[src/mfic_regs.vh]
`ifndef MFIC_REGS_VH
`define MFIC_REGS_VH

// ****************************************************
// Register map offsets (host-visible word addresses)
// ****************************************************
`define MFIC_OFS_RESTART0_A    10'h10A
`define MFIC_OFS_RESTART1_A    10'h10B
`define MFIC_OFS_DIAGADDR_A    10'h10C
`define MFIC_OFS_RESTART0_B    10'h12A
`define MFIC_OFS_RESTART1_B    10'h12B
`define MFIC_OFS_DIAGADDR_B    10'h12C
`define MFIC_OFS_PREDRV_SETUP  10'h1C5
`define MFIC_OFS_COR_SETUP     10'h1CE
`define MFIC_OFS_DISABLE_FLAGS 10'h1D2

// ****************************************************
// Field positions
// ****************************************************
`define MFIC_BIT_IRET_MODE     4
`define MFIC_BIT_DISFLAG_COR   2

// ****************************************************
// Instruction opcodes (op field of the decoded word)
// ****************************************************
`define MFIC_OP_NOP     5'h00
`define MFIC_OP_SETSAT  5'h01
`define MFIC_OP_SELXCH  5'h02
`define MFIC_OP_ICONF   5'h03
`define MFIC_OP_SETADDR 5'h04
`define MFIC_OP_BDRD    5'h05
`define MFIC_OP_BDWR    5'h06
`define MFIC_OP_SETIRQ  5'h07
`define MFIC_OP_DIAG1   5'h08
`define MFIC_OP_DIAGALL 5'h09
`define MFIC_OP_DIAGSC  5'h0A
`define MFIC_OP_CALL    5'h0B
`define MFIC_OP_RFS     5'h0C
`define MFIC_OP_REQI    5'h0D
`define MFIC_OP_IRET    5'h0E
`define MFIC_OP_JCR     5'h0F
`define MFIC_OP_JCRCALL 5'h10
`define MFIC_OP_LDXCH   5'h11
`define MFIC_OP_LDDATA  5'h12

// Automatic return modes
`define MFIC_AR_RESUME  2'h0
`define MFIC_AR_RESTART 2'h1
`define MFIC_AR_IGNORE  2'h2

// Interrupt source indices
`define MFIC_SRC_DIAG   0
`define MFIC_SRC_DIS    1
`define MFIC_SRC_SW     2

`endif

[src/mfic_core.v]
`timescale 1ns/10ps
`include "mfic_regs.vh"
// What this block does
// RULE1: ALU saturation mode set by a dedicated one-cycle instruction.
// RULE2: Each core owns an exchange register; select picks whose one is read.
// RULE3: Interrupt config picks resume, restart or ignore for auto return.
// RULE4: Mode bit zero: automatic return when drivers re-enable after disable.
// RULE5: Mode bit one: return when disable flags clear; set clear-on-read.
// RULE6: Backdoor reads and writes to register map, refused when locked.
// RULE7: Program loads backdoor address, and write data, before the transfer.
// RULE8: Read lands in backdoor data; address one cycle, read/write two.
// RULE9: One instruction drives the active-low host interrupt pin directly.
// RULE10: High-side diagnosis mixes drain-source, source-ground and command.
// RULE11: Low-side diagnosis combines only drain-source and command.
// RULE12: Diagnosis enabled for one, all, or via shortcuts, one cycle each.
// RULE13: Enable only on granted outputs; handler starts at diagnosis address.
// RULE14: Calls save the program counter in aux; one nesting level only.
// RULE15: Return from subroutine copies aux plus one into the program counter.
// RULE16: Priority: diagnosis, then driver-disabled, then software interrupt.
// RULE17: Sources: error flags, disable status, software request instruction.
// RULE18: Entry saves PC in interrupt return; queued requests unless flushed.
// RULE19: Interrupt return restores the saved address or the restart address.
// RULE20: Interrupted wait or jump resolved with feedback captured at entry; code does this only for JCR, an interrupted JCRCALL is rerun.
// RULE21: Relative jumps carry 6-bit offset; not taken goes sequentially.
// RULE22: Every relative jump finishes in one cycle, taken or not.
// RULE23: The offset is signed two's complement added to the current counter.
module mfic_core #(
  parameter NCORE = 4,
  parameter CORE  = 0,
  parameter NHS   = 5,
  parameter NLS   = 6,
  parameter PCW   = 10,
  parameter DW    = 16,
  parameter AW    = 10,
  parameter SIDE_B = 0
) (
  input  wire             clk,
  input  wire             rst,
  input  wire             instr_valid,
  input  wire [4:0]       instr_op,
  input  wire [DW-1:0]    instr_arg,
  input  wire             cond_true,
  input  wire [DW-1:0]    xch_peer_in,
  input  wire [DW-1:0]    restart_addr,
  input  wire [DW-1:0]    diag_addr,
  input  wire [DW-1:0]    predriver_setup,
  input  wire [DW-1:0]    clear_on_read_setup,
  input  wire [DW-1:0]    predriver_disable_flags,
  input  wire             drivers_enabled,
  input  wire [DW-1:0]    channel_error_flags,
  input  wire [NHS-1:0]   hs_vds_fbk,
  input  wire [NHS-1:0]   hs_src_fbk,
  input  wire [NHS-1:0]   hs_command,
  input  wire [NLS-1:0]   ls_vds_fbk,
  input  wire [NLS-1:0]   ls_command,
  input  wire [NHS+NLS-1:0] out_granted,
  input  wire [NHS+NLS-1:0] shortcut_mask,
  input  wire [3*NHS-1:0] hs_diag_sel,
  input  wire [2*NLS-1:0] ls_diag_sel,
  input  wire             map_locked,
  input  wire [DW-1:0]    map_rdata,
  output reg  [PCW-1:0]   program_counter_r,
  output reg              sat_en_r,
  output reg  [1:0]       xch_sel_r,
  output reg  [DW-1:0]    core_exchange_register_r,
  output reg  [DW-1:0]    xch_operand_r,
  output reg  [1:0]       ar_mode_r,
  output reg  [AW-1:0]    bd_addr_r,
  output reg  [DW-1:0]    bd_data_r,
  output wire             map_rd_r,
  output wire             map_wr_r,
  output wire [AW-1:0]    map_addr_r,
  output wire             bd_refused_r,
  output reg              host_interrupt_pin_n_r,
  output reg  [NHS+NLS-1:0] diag_en_r,
  output reg              in_irq_r,
  output reg  [2:0]       irq_src_r,
  output reg  [PCW-1:0]   iret_addr_r,
  output reg  [PCW-1:0]   aux_r,
  output reg              stall_r
);
  // ****************************************************
  // Helpers
  // ****************************************************
  localparam NDG = NHS + NLS;
  localparam [PCW-1:0] PC_ONE = {{(PCW-1){1'b0}}, 1'b1};

  function [PCW-1:0] rel_target;
    input [PCW-1:0] pc;
    input [5:0]     ofs;
    begin
      rel_target = pc + {{(PCW-6){ofs[5]}}, ofs}; // see RULE23
    end
  endfunction

  function is_op;
    input       v;
    input [4:0] op;
    input [4:0] want;
    begin
      is_op = v & (op == want);
    end
  endfunction

  // ****************************************************
  // Instruction strobes
  // ****************************************************
  wire [2:0] pend;
  wire       enter = ~in_irq_r & (|pend) & ~stall_r;
  // An instruction met by interrupt entry is dropped and rerun on return, except JCR, which resolves on the feedback captured at entry
  wire exec      = instr_valid & ~stall_r & ~enter;
  wire do_sat    = is_op(exec, instr_op, `MFIC_OP_SETSAT);
  wire do_sel    = is_op(exec, instr_op, `MFIC_OP_SELXCH);
  wire do_iconf  = is_op(exec, instr_op, `MFIC_OP_ICONF);
  wire do_addr   = is_op(exec, instr_op, `MFIC_OP_SETADDR);
  wire do_bdrd   = is_op(exec, instr_op, `MFIC_OP_BDRD);
  wire do_bdwr   = is_op(exec, instr_op, `MFIC_OP_BDWR);
  wire do_irq    = is_op(exec, instr_op, `MFIC_OP_SETIRQ);
  wire do_d1     = is_op(exec, instr_op, `MFIC_OP_DIAG1);
  wire do_dall   = is_op(exec, instr_op, `MFIC_OP_DIAGALL);
  wire do_dsc    = is_op(exec, instr_op, `MFIC_OP_DIAGSC);
  wire do_call   = is_op(exec, instr_op, `MFIC_OP_CALL);
  wire do_rfs    = is_op(exec, instr_op, `MFIC_OP_RFS);
  wire do_reqi   = is_op(exec, instr_op, `MFIC_OP_REQI);
  wire do_iret   = is_op(exec, instr_op, `MFIC_OP_IRET);
  wire do_jcr    = is_op(exec, instr_op, `MFIC_OP_JCR);
  wire do_jcall  = is_op(exec, instr_op, `MFIC_OP_JCRCALL);
  wire do_ldx    = is_op(exec, instr_op, `MFIC_OP_LDXCH);
  wire do_ldd    = is_op(exec, instr_op, `MFIC_OP_LDDATA);

  // ****************************************************
  // Configuration registers
  // ****************************************************
  always @(posedge clk) begin
    if (rst) begin
      sat_en_r  <= 1'b0;
      xch_sel_r <= CORE[1:0];
      ar_mode_r <= `MFIC_AR_RESUME;
      core_exchange_register_r <= {DW{1'b0}};
      xch_operand_r <= {DW{1'b0}};
      host_interrupt_pin_n_r <= 1'b1;
    end else begin
      if (do_sat)
        sat_en_r <= instr_arg[0]; // see RULE1
      if (do_sel)
        xch_sel_r <= instr_arg[1:0]; // see RULE2
      if (do_ldx)
        core_exchange_register_r <= instr_arg;
      // Peer words are muxed outside; this picks own or peer
      xch_operand_r <= (xch_sel_r == CORE[1:0]) ?
                       core_exchange_register_r : xch_peer_in; // see RULE2
      if (do_iconf)
        ar_mode_r <= instr_arg[1:0]; // see RULE3
      if (do_irq)
        host_interrupt_pin_n_r <= instr_arg[0]; // see RULE9
    end
  end

  // ****************************************************
  // Backdoor to the register map
  // ****************************************************
  wire bd_busy;

  mfic_backdoor #(
    .AW (AW),
    .DW (DW)
  ) u_bd (
    .clk        (clk),
    .rst        (rst),
    .start_rd   (do_bdrd | (bd_busy & instr_op == `MFIC_OP_BDRD)),
    .start_wr   (do_bdwr | (bd_busy & instr_op == `MFIC_OP_BDWR)),
    .addr       (bd_addr_r),
    .locked     (map_locked), // see RULE6
    .map_rd_r   (map_rd_r),
    .map_wr_r   (map_wr_r),
    .map_addr_r (map_addr_r),
    .busy_r     (bd_busy),
    .rd_done_r  (),
    .refused_r  (bd_refused_r)
  );

  // Write data is bd_data_r, which the program loads first
  always @(posedge clk) begin
    if (rst) begin
      bd_addr_r <= {AW{1'b0}};
      bd_data_r <= {DW{1'b0}};
    end else begin
      if (do_addr)
        bd_addr_r <= instr_arg[AW-1:0]; // see RULE7
      if (map_rd_r)
        bd_data_r <= map_rdata; // see RULE8
      else if (do_ldd)
        bd_data_r <= instr_arg; // see RULE7
    end
  end

  // ****************************************************
  // Automatic diagnosis
  // ****************************************************
  wire [NDG-1:0] diag_hit;
  genvar h;
  generate
    for (h = 0; h < NHS; h = h + 1) begin : hs
      // Each select bit arms one feedback; fault when any armed one trips
      assign diag_hit[h] = (hs_diag_sel[3*h]   & hs_vds_fbk[h]) |
                           (hs_diag_sel[3*h+1] & hs_src_fbk[h]) |
                           (hs_diag_sel[3*h+2] & hs_command[h]); // see RULE10
    end
    for (h = 0; h < NLS; h = h + 1) begin : ls
      assign diag_hit[NHS+h] =
        (ls_diag_sel[2*h]   & ls_vds_fbk[h]) |
        (ls_diag_sel[2*h+1] & ls_command[h]); // see RULE11
    end
  endgenerate

  wire [NDG-1:0] one_hot_sel = {{(NDG-1){1'b0}}, 1'b1} << instr_arg[3:0];
  reg  [NDG-1:0] diag_en_nxt;
  always @* begin
    diag_en_nxt = diag_en_r;
    if (do_d1)
      diag_en_nxt = (diag_en_r & ~one_hot_sel) |
                    (one_hot_sel & {NDG{instr_arg[4]}} & out_granted);
    else if (do_dall)
      diag_en_nxt = {NDG{instr_arg[4]}} & out_granted; // see RULE12
    else if (do_dsc)
      diag_en_nxt = shortcut_mask & out_granted; // see RULE13
  end

  always @(posedge clk) begin
    if (rst)
      diag_en_r <= {NDG{1'b0}};
    else
      diag_en_r <= diag_en_nxt;
  end

  // ****************************************************
  // Interrupt sources and automatic return
  // ****************************************************
  reg  drv_en_q_r;
  reg  flags_nz_q_r;
  wire flags_nz = |predriver_disable_flags;
  wire mode_bit = predriver_setup[`MFIC_BIT_IRET_MODE];
  wire diag_raise = (|(diag_hit & diag_en_r)) |
                    (|channel_error_flags); // see RULE17
  wire dis_raise  = flags_nz & ~flags_nz_q_r; // see RULE17
  wire auto_ret   = (ar_mode_r != `MFIC_AR_IGNORE) & in_irq_r &
                    (mode_bit ? (flags_nz_q_r & ~flags_nz &
                                 clear_on_read_setup[`MFIC_BIT_DISFLAG_COR])
                              : (drivers_enabled & ~drv_en_q_r));
  // see RULE4 see RULE5

  always @(posedge clk) begin
    if (rst) begin
      drv_en_q_r   <= 1'b1;
      flags_nz_q_r <= 1'b0;
    end else begin
      drv_en_q_r   <= drivers_enabled;
      flags_nz_q_r <= flags_nz;
    end
  end

  wire [2:0] grant;
  wire       leave = (do_iret | auto_ret) & in_irq_r;

  mfic_irq_queue #(
    .NSRC (3)
  ) u_q (
    .clk    (clk),
    .rst    (rst),
    .raise  ({do_reqi, dis_raise, diag_raise}),
    .take   (enter), // see RULE16
    .flush  (do_iret & instr_arg[0]), // see RULE18
    .pend_r (pend),
    .grant  (grant)
  );

  // ****************************************************
  // Program counter and flow control
  // ****************************************************
  reg       call_lvl_r;
  reg       cond_cap_r;
  reg       jmp_irq_r;
  reg [5:0] jmp_ofs_r;
  reg [PCW-1:0] pc_nxt;
  wire jtaken = cond_true & (do_jcr | do_jcall);

  always @* begin
    pc_nxt = program_counter_r;
    if (enter) begin
      if (grant[`MFIC_SRC_DIAG])
        pc_nxt = diag_addr[PCW-1:0]; // see RULE13
      else
        pc_nxt = restart_addr[PCW-1:0];
    end else if (leave) begin
      if (ar_mode_r == `MFIC_AR_RESTART & ~do_iret)
        pc_nxt = restart_addr[PCW-1:0];
      else if (do_iret & instr_arg[1])
        pc_nxt = restart_addr[PCW-1:0]; // see RULE19
      else if (jmp_irq_r)
        pc_nxt = cond_cap_r ? rel_target(iret_addr_r, jmp_ofs_r)
                            : iret_addr_r + PC_ONE; // see RULE20
      else
        pc_nxt = iret_addr_r; // see RULE19
    end else if (do_rfs)
      pc_nxt = aux_r + PC_ONE; // see RULE15
    else if (do_call)
      pc_nxt = instr_arg[PCW-1:0];
    else if (jtaken)
      pc_nxt = rel_target(program_counter_r, instr_arg[5:0]); // see RULE21
    else if (exec & ~((do_bdrd | do_bdwr)))
      pc_nxt = program_counter_r + PC_ONE; // see RULE22
    else if (stall_r)
      pc_nxt = program_counter_r + PC_ONE;
  end

  always @(posedge clk) begin
    if (rst) begin
      program_counter_r <= {PCW{1'b0}};
      aux_r       <= {PCW{1'b0}};
      iret_addr_r <= {PCW{1'b0}};
      in_irq_r    <= 1'b0;
      irq_src_r   <= 3'h0;
      call_lvl_r  <= 1'b0;
      cond_cap_r  <= 1'b0;
      jmp_irq_r   <= 1'b0;
      jmp_ofs_r   <= 6'h00;
      stall_r     <= 1'b0;
    end else begin
      program_counter_r <= pc_nxt;
      // Two-cycle backdoor ops hold the counter for one extra cycle
      stall_r <= do_bdrd | do_bdwr; // see RULE8
      if (enter) begin
        iret_addr_r <= program_counter_r; // see RULE18
        in_irq_r    <= 1'b1;
        irq_src_r   <= grant;
        // Capture the feedback so a pending jump resolves as it stood
        jmp_irq_r   <= instr_valid & (instr_op == `MFIC_OP_JCR);
        cond_cap_r  <= cond_true; // see RULE20
        jmp_ofs_r   <= instr_arg[5:0];
      end else if (leave) begin
        in_irq_r  <= 1'b0;
        irq_src_r <= 3'h0;
        jmp_irq_r <= 1'b0;
      end
      // Single nesting level: a second call overwrites the saved address
      if ((do_call | (do_jcall & cond_true)) & ~enter) begin
        aux_r      <= program_counter_r; // see RULE14
        call_lvl_r <= 1'b1;
      end else if (do_rfs & ~enter)
        call_lvl_r <= 1'b0;
    end
  end
endmodule

[src/mfic_backdoor.v]
`timescale 1ns/10ps
// ****************************************************
// Two-cycle backdoor access sequencer
// ****************************************************
module mfic_backdoor #(
  parameter AW = 10,
  parameter DW = 16
) (
  input  wire          clk,
  input  wire          rst,
  input  wire          start_rd,
  input  wire          start_wr,
  input  wire [AW-1:0] addr,
  input  wire          locked,
  output reg           map_rd_r,
  output reg           map_wr_r,
  output reg  [AW-1:0] map_addr_r,
  output reg           busy_r,
  output reg           rd_done_r,
  output reg           refused_r
);
  // Access issued in cycle one, completed in cycle two
  always @(posedge clk) begin
    if (rst) begin
      map_rd_r   <= 1'b0;
      map_wr_r   <= 1'b0;
      map_addr_r <= {AW{1'b0}};
      busy_r     <= 1'b0;
      rd_done_r  <= 1'b0;
      refused_r  <= 1'b0;
    end else begin
      busy_r     <= (start_rd | start_wr) & ~busy_r;
      map_rd_r   <= start_rd & ~busy_r & ~locked;
      map_wr_r   <= start_wr & ~busy_r & ~locked;
      rd_done_r  <= map_rd_r;
      refused_r  <= (start_rd | start_wr) & ~busy_r & locked;
      if ((start_rd | start_wr) & ~busy_r)
        map_addr_r <= addr;
    end
  end
endmodule

[src/mfic_irq_queue.v]
`timescale 1ns/10ps
// ****************************************************
// Priority pending queue for three interrupt sources
// ****************************************************
module mfic_irq_queue #(
  parameter NSRC = 3
) (
  input  wire            clk,
  input  wire            rst,
  input  wire [NSRC-1:0] raise,
  input  wire            take,
  input  wire            flush,
  output reg  [NSRC-1:0] pend_r,
  output wire [NSRC-1:0] grant
);
  // Lowest index wins: diagnosis before disable before software
  function [NSRC-1:0] pick;
    input [NSRC-1:0] v;
    integer k;
    begin
      pick = {NSRC{1'b0}};
      for (k = NSRC-1; k >= 0; k = k - 1)
        if (v[k])
          pick = {NSRC{1'b0}} | ({{(NSRC-1){1'b0}}, 1'b1} << k);
    end
  endfunction

  assign grant = pick(pend_r);

  genvar g;
  generate
    for (g = 0; g < NSRC; g = g + 1) begin : q
      // A new request beats both the take and the flush
      always @(posedge clk) begin
        if (rst)
          pend_r[g] <= 1'b0;
        else if (raise[g])
          pend_r[g] <= 1'b1;
        else if (flush | (take & grant[g]))
          pend_r[g] <= 1'b0;
      end
    end
  endgenerate
endmodule

[config.mk]
export PLATFORM = sky130hd
export DESIGN_NAME = mfic_core
export DESIGN_NICKNAME = d
export VERILOG_FILES = /design/src/mfic_core.v /design/src/mfic_backdoor.v /design/src/mfic_irq_queue.v
export VERILOG_INCLUDE_DIRS = /design/src
export SDC_FILE = /design/constraint.sdc
export NUM_CORES = 1
export LEC_CHECK = 0
export BUFFER_PORTS_ARGS = -buffer_cell sky130_fd_sc_hd__buf_4
export CAP_MARGIN = 20
export CELL_PAD_IN_SITES_DETAIL_PLACEMENT = 1
export CELL_PAD_IN_SITES_GLOBAL_PLACEMENT = 1
export CORE_MARGIN = 1
export CORE_UTILIZATION = 30
export DETAILED_ROUTE_END_ITERATION = 10
export GPL_TIMING_DRIVEN = 0
export PLACE_DENSITY_LB_ADDON = 0.1
export SETUP_SLACK_MARGIN = 0.05
export SLEW_MARGIN = 20
export SYNTH_ARGS = -nofsm -noshare
export SYNTH_HDL_FRONTEND = slang
export SYNTH_SLANG_ARGS = --single-unit
[constraint.sdc]
create_clock -name clk -period 3.8 [get_ports clk]
set_clock_uncertainty 0.1 [all_clocks]
set_input_delay 0.38 -clock clk [delete_from_list [all_inputs] [get_ports clk]]
set_output_delay 0.38 -clock clk [all_outputs]
set_load 0.005 [all_outputs]
Word-level counts from Yosys, hierarchy flattened
Cells that the tools add are included.
Widths: inputs -> output; s select.
{"block": "word_totals", "reg_bits": 137, "latch_bits": 0, "mem_bits_rw": 0, "romBits": 0, "in_bits": 231, "out_inout_bits": 123, "elab_cells": 219, "memories": 0}
{"block": "classes", "addsub": 5, "multipliers": 0, "n_div": 0, "n_lt_le_gt_ge": 0, "eq_ne": 20, "n_shift": 1, "muxes": 33, "n_bitwise": 120, "reduce_logical": 12}
{"cell": "$mux 10", "n": 12}
{"cell": "$and 1x1->1", "n": 75}
{"cell": "$and 11x11->11", "n": 6}
{"cell": "$mux 16", "n": 3}
{"cell": "$eq 5x4->1 const B", "n": 8}
{"cell": "$mux 11", "n": 3}
{"cell": "$reduce_or 16->1", "n": 2}
{"cell": "$add 10x1->10 const B", "n": 3}
{"cell": "$or 1x1->1", "n": 27}
{"cell": "$add 10x10->10", "n": 2}
{"cell": "$eq 5x3->1 const B", "n": 4}
{"cell": "$eq 5x5->1 const B", "n": 3}
{"cell": "$mux 3", "n": 5}
{"cell": "$not 11->11", "n": 1}
{"cell": "$or 11x11->11", "n": 1}
{"cell": "$reduce_or 11->1", "n": 1}
{"cell": "$shl 1x4->11 const A", "n": 1}
{"cell": "$eq 5x2->1 const B", "n": 2}
{"cell": "$mux 1", "n": 10}
{"cell": "$not 1->1", "n": 10}
{"cell": "$reduce_bool 2->1", "n": 5}
{"cell": "$reduce_bool 7->1", "n": 1}
{"cell": "$eq 5x1->1 const B", "n": 1}
{"cell": "$reduce_bool 3->1", "n": 1}
{"cell": "4 further kinds", "n": 4}

Logic depth before layout (Yosys ltp)
{"block": "depth", "word_depth": 15, "depth_mapped": 14, "depth_no_buf": 13}

By module
From an unflattened synthesis, not the netlist that was laid out.
{"block": "hier_totals", "cells_unflattened": 921, "area_unflattened_um2": 7582.3}
{"module": "mfic_core", "instances": 1, "cells_per_inst": 849, "area_per_inst_um2": 6844.1, "seq_area_each_um2": 2402.3}
{"module": "mfic_backdoor", "instances": 1, "cells_per_inst": 56, "area_per_inst_um2": 596.8, "seq_area_each_um2": 300.3}
{"module": "mfic_irq_queue", "instances": 1, "cells_per_inst": 16, "area_per_inst_um2": 141.4, "seq_area_each_um2": 60.1}

Least setup slack after synthesis
Ideal clock, no wire load.
{"block": "synth_path", "kind": "input -> register", "startpoint": "input instr_op[3]", "endpoint": "register program_counter_r[8]", "setup_ns": 0.143, "arrival_ns": 3.362, "required_ns": 3.557, "setup_slack_ns": 0.195, "stages": 14, "path_buffers": 1, "cell_sequence": "clkbuf_1 and3b_1 a32oi_1 nor3b_1 nand2b_1 ha_1 fa_1 a21o_1 a21oi_1 o21ai_1 o41ai_1 xnor2_1 o311ai_0 a311oi_2"}
{"block": "synth_via", "elab_chain_len": 11, "word_cells_on_any_way": 33, "classes_between": "eq/ne (7); mux (8); bitwise (17); reduce/logical (1)"}
{"element": "from (decl)", "line": "mfic_core.v:40", "source": "input wire [4:0] instr_op,"}
{"element": "$eq 5x3->1", "line": "mfic_core.v:101", "source": "is_op = v & (op == want);"}
{"element": "$and 1x1->1", "line": "mfic_core.v:101"}
{"element": "$or 1x1->1", "line": "mfic_core.v:310", "source": "else if (exec & ~((do_bdrd | do_bdwr)))"}
{"element": "$not 1->1", "line": "mfic_core.v:310"}
{"element": "$and 1x1->1", "line": "mfic_core.v:310"}
{"element": "$mux 10", "line": "mfic_core.v:310"}
{"element": "$mux 10", "line": "mfic_core.v:308", "source": "else if (jtaken)"}
{"element": "$mux 10", "line": "mfic_core.v:306", "source": "else if (do_call)"}
{"element": "$mux 10", "line": "mfic_core.v:304", "source": "end else if (do_rfs)"}
{"element": "$mux 10", "line": "mfic_core.v:294", "source": "end else if (leave) begin"}
{"element": "$mux 10", "line": "mfic_core.v:289", "source": "if (enter) begin"}
{"element": "to (signal assigned)", "line": "mfic_core.v:318", "source": "program_counter_r <= {PCW{1'b0}};"}
{"element": "to (signal assigned)", "line": "mfic_core.v:329", "source": "program_counter_r <= pc_nxt;"}
{"element": "to (decl)", "line": "mfic_core.v:62", "source": "output reg [PCW-1:0] program_counter_r,"}
Several ways; a longest one is shown, not always the timed one.
A chain may end at the register's enable or synchronous reset.

Worst setup path in the final report
{"block": "layout_path", "startpoint": "register u_q.pend_r[0]", "endpoint": "register program_counter_r[4]"}
{"block": "layout_via", "elab_chain_len": 15, "word_cells_on_any_way": 33, "classes_between": "mux (10); bitwise (21); reduce/logical (2)"}
{"element": "from (decl)", "line": "mfic_irq_queue.v:13", "source": "output reg [NSRC-1:0] pend_r,"}
{"element": "from (signal, indexed assignment)", "line": "mfic_irq_queue.v:36", "source": "pend_r[g] <= 1'b0;"}
{"element": "from (signal, indexed assignment)", "line": "mfic_irq_queue.v:38", "source": "pend_r[g] <= 1'b1;"}
{"element": "from (signal, indexed assignment)", "line": "mfic_irq_queue.v:40", "source": "pend_r[g] <= 1'b0;"}
{"element": "$reduce_or 3->1", "line": "mfic_core.v:109", "source": "wire enter = ~in_irq_r & (|pend) & ~stall_r;"}
{"element": "$and 1x1->1 (2 in series)", "line": "mfic_core.v:109"}
{"element": "$not 1->1"}
{"element": "$and 1x1->1", "line": "mfic_core.v:111", "source": "wire exec = instr_valid & ~stall_r & ~enter;"}
{"element": "$and 1x1->1", "line": "mfic_core.v:101"}
{"element": "$or 1x1->1", "line": "mfic_core.v:310"}
{"element": "$not 1->1", "line": "mfic_core.v:310"}
{"element": "$and 1x1->1", "line": "mfic_core.v:310"}
{"element": "$mux 10", "line": "mfic_core.v:310"}
{"element": "$mux 10", "line": "mfic_core.v:308"}
{"element": "$mux 10", "line": "mfic_core.v:306"}
{"element": "$mux 10", "line": "mfic_core.v:304"}
{"element": "$mux 10", "line": "mfic_core.v:294"}
{"element": "$mux 10", "line": "mfic_core.v:289"}
Several ways; a longest one is shown, not always the timed one.

==> flow_summary.yaml <==
run_status:
  run_status: "finished, final reports clean"
sta:
  finalSetupViolCount: 0
  worstMarginPinSlew_ns: 0.813
  min_period_ns: 3.59
  min_period_over_period_pct: 94.5
  max_slew_margin_pct: 45.8
  rsz0062_at_grt: "no"
  fmax_mhz: 278
  fin_tns_setup_ns: 0
  finalHoldViolations: 0
  drv_slew: 0
floorplan:
  die_w_um: 160
  io_pins: 354
  die_height_um: 160
  rows: 57
  initial_utilization_pct: 30.7
  core_area_um2: 24400
  die-area_um2: 25600
synthesis:
  ys_warn_count: 0
  synth_edf_count: 0
  syn_inst: 930
  syn_nets: 1182
  synthDistinctLibCells: 73
  synth_area_um2: 7490
  synthArstFlopShare_pct: 0
  synth_flop_cell: "dfxtp_1"
  synth.yosys.seq_area_share_pct: 36.6
  syn_avg_cell_area_um2: 8.06
  ys_ff_latch: 137
layout:
  drive_above_1_share_pct: 29.4
  area_growth_syn_to_layout_pct: 44.7
  final_nets: 1507
  fin_cells: 1594
clock_tree:
  cts_root_buf: "clkbuf_16"
  tritoncts: "done"
  htree_levels: 4
  insertion_delay_ns: 0.44
  cts_buffers: 17
  cts.sinks: 137
  postCtsHoldBufs: 0
  clk_pin_slew_ns: 0.08
  clockBufferDepth: 2
drt:
  drc_errors: 0
  ant_nets: 0
  vias: 8184
  drtIter0Drc: 446
  firstDrtPassIters: 5
  routed_via_density: 5.13
  wl_um: 31900
  wire_per_inst_um: 20.0
hold_path:
  min_path_type: "input port to register"
  hold_start: "drivers_enabled"
setup_path:
  crit_path_start_kind: "register"
  endpoint_kind: "register"
  max_stage_delay_ns: 0.45
  cp-startpoint: "u_q.pend_r[0]"
  path_max_fanout: 10
  arrival_ns: 3.79
  cp_slowest_cell: "fa_1"
  crit_type: "register to register"
  cp_cell_sequence: "buf_6 > nor3_4 > o211ai_4 > nor3b_4 > nand2b_1 > ha_1 > fa_1 > a21o_1 > a21oi_2 > xor2_1 > o211a_1 > a21oi_1 > a2111oi_1 > nor3_1"
  cp_data_required_time_ns: 4.00
  r2r_start: "u_q.pend_r[0]"
pwr:
  p_leak_uw: 0.00444
  power_density_nw_per_um2: 361
  ir_worst_vdd_v: 0.000237
placement:
  dp_hpwl_um: 24600
  dp.cells: 1559
  place_congestion: 0.820
  numPortBuffers: 305
global_route:
  grt_first_pass_wirelength_um: 48800
  grt_usage_pct: 24.7
  grt_util_met1_pct: 31.9
  grt_pass1_vias: 8416
  antenna_found_initial: 2
  grt_busiest_layer: "met2"
  grt_overflow_total: 0
  grt_start_max_net_pins: 17
  use_met2_pct: 41.3
  grtUsageMet3_pct: 5.27
run:
  max-cap-violations: 0
==> sequential cells by signal, summed over array words and instances, names as in the netlist, 2 cells and up <==
register,count
u_q.pend_r,3
program_counter_r,10
bd_addr_r,10
jmp_ofs_r,6
u_bd.map_addr_r,10
xch_operand_r,16
core_exchange_register_r,16
aux_r,10
diag_en_r,11
xch_sel_r,2
ar_mode_r,2
bd_data_r,16
iret_addr_r,10
irq_src_r,3
==> logic make-up after synthesis <==
group / count (synthesis) / synth area share (%)
AOI/OAI and AO/OA: 241 / 21.1
DFF: 137 / 36.6
buffers and inverters: 77 / 4.24
xor gates and xnor gates: 23 / 2.69
muxes: 67 / 9.07
and+or+nand+nor: 364 / 22.6
adders and majority gates: 21 / 3.71
==> metrics by stage <==
stage               setup WS (ns)  instance area (µm²)  hold WS (ns)  utilization [%]  total power, µW
finish                      0.208                10800        0.0420             44.4             3910
global route               0.0590                10800        0.0360             44.4             4060
CTS                         0.118                10800        0.0299             44.4             3940
global placement           -0.719                10200         0.340             41.8             2220
floorplan                   0.195                 7490         0.327                -             1860
detailed placement         -0.695                10200         0.348             41.8             2230
==> worst max-delay path: cells and delay by family, from the launching register on <==
kind,cells,cell delay (ns)
fa+ha+maj,2,0.67
buf+inv,1,0.14
simple gates,4,0.72
compound gates,6,1.29
flops,1,0.31
xor+xnor,1,0.23
==> where the power goes <==
| group | internal (µW) | switching [µW] | total, µW |
|---|---|---|---|
| registers | 1480 | 67.0 | 1550 |
| logic | 308 | 348 | 656 |
| clock network | 937 | 769 | 1710 |
==> repair_timing <==
action,4_1_cts,5_1_grt
setup buffers,1,0
pin swaps,1,0
setup endpoints to repair,4,2
resized for setup,7,2
==> routing by layer <==
layer | vias to the layer above | share of wire, %
met4 | 0 | 1.2
li1 | 3987 | -
met2 | 231 | 48
met3 | 27 | 5.4
met5 | - | 0
met1 | 3939 | 45
==> cells in the mapped netlist (3+ instances only) <==
cell type,instances,area (µm²)
nor2_1,104,390
o22ai_1,4,25.0
o211ai_1,4,30.0
nor3b_1,3,22.5
a211oi_1,20,150
a21o_1,4,30.0
dfxtp_1,137,2740
a32oi_1,3,26.3
o21ai_1,34,170
and2_1,12,75.1
nand4_1,5,31.3
nand2b_1,9,56.3
ha_1,19,238
a211oi_2,3,37.5
or2_1,3,18.8
nand2_1,139,522
a31oi_1,11,68.8
inv_1,17,63.8
a222oi_1,5,50.1
a21oi_1,101,505
clkbuf_1,49,184
nand3b_1,6,45.0
mux2_1,4,45.0
buf_2,5,25.0
a311oi_1,5,43.8
a22oi_1,3,22.5
nor2b_1,10,62.6
nor3_2,3,30.0
mux2i_1,62,621
nand3_1,25,125
xor2_1,13,114
a22o_1,6,52.6
nor3_1,15,75.1
o2111ai_1,5,43.8
nor4_1,10,62.6
xnor2_1,10,87.6
and3_1,4,25.0
or4_1,4,30.0
==> final timing paths <==
kind                                to  slack [ns]  depth (start not counted)
setup reg to reg  program_counter_r[4]        0.21                         14
hold / removal              drv_en_q_r        0.04                          2
setup / recovery  program_counter_r[4]        0.21                         14
hold reg to reg           jmp_ofs_r[0]        0.35                          2
==> cell usage in the layout, fill, tap and decap left out, drive strengths merged, types with 12 or more instances in the layout <==
cell type  instances
xor2              13
and2              12
mux2i             63
ha                19
inv               29
nand3             25
o21ai             38
nor2             106
nand2            139
nor3              18
buf              315
a21oi            101
dfxtp            137
a211oi            23
clkbuf            66
==> layout make-up <==
type                    instances  area [µm²]
repair buffers                306        2300
well taps                     324         405
clock inverters                15         168
plain buffers                  58         248
flip-flops and latches        137        2740
multi-input cells             716        4480
fillers                      3020       13500
clock buffers                  17         425
diodes                          2        5.00
inverters                      19        71.3
Power figures use the tool's default switching activity.
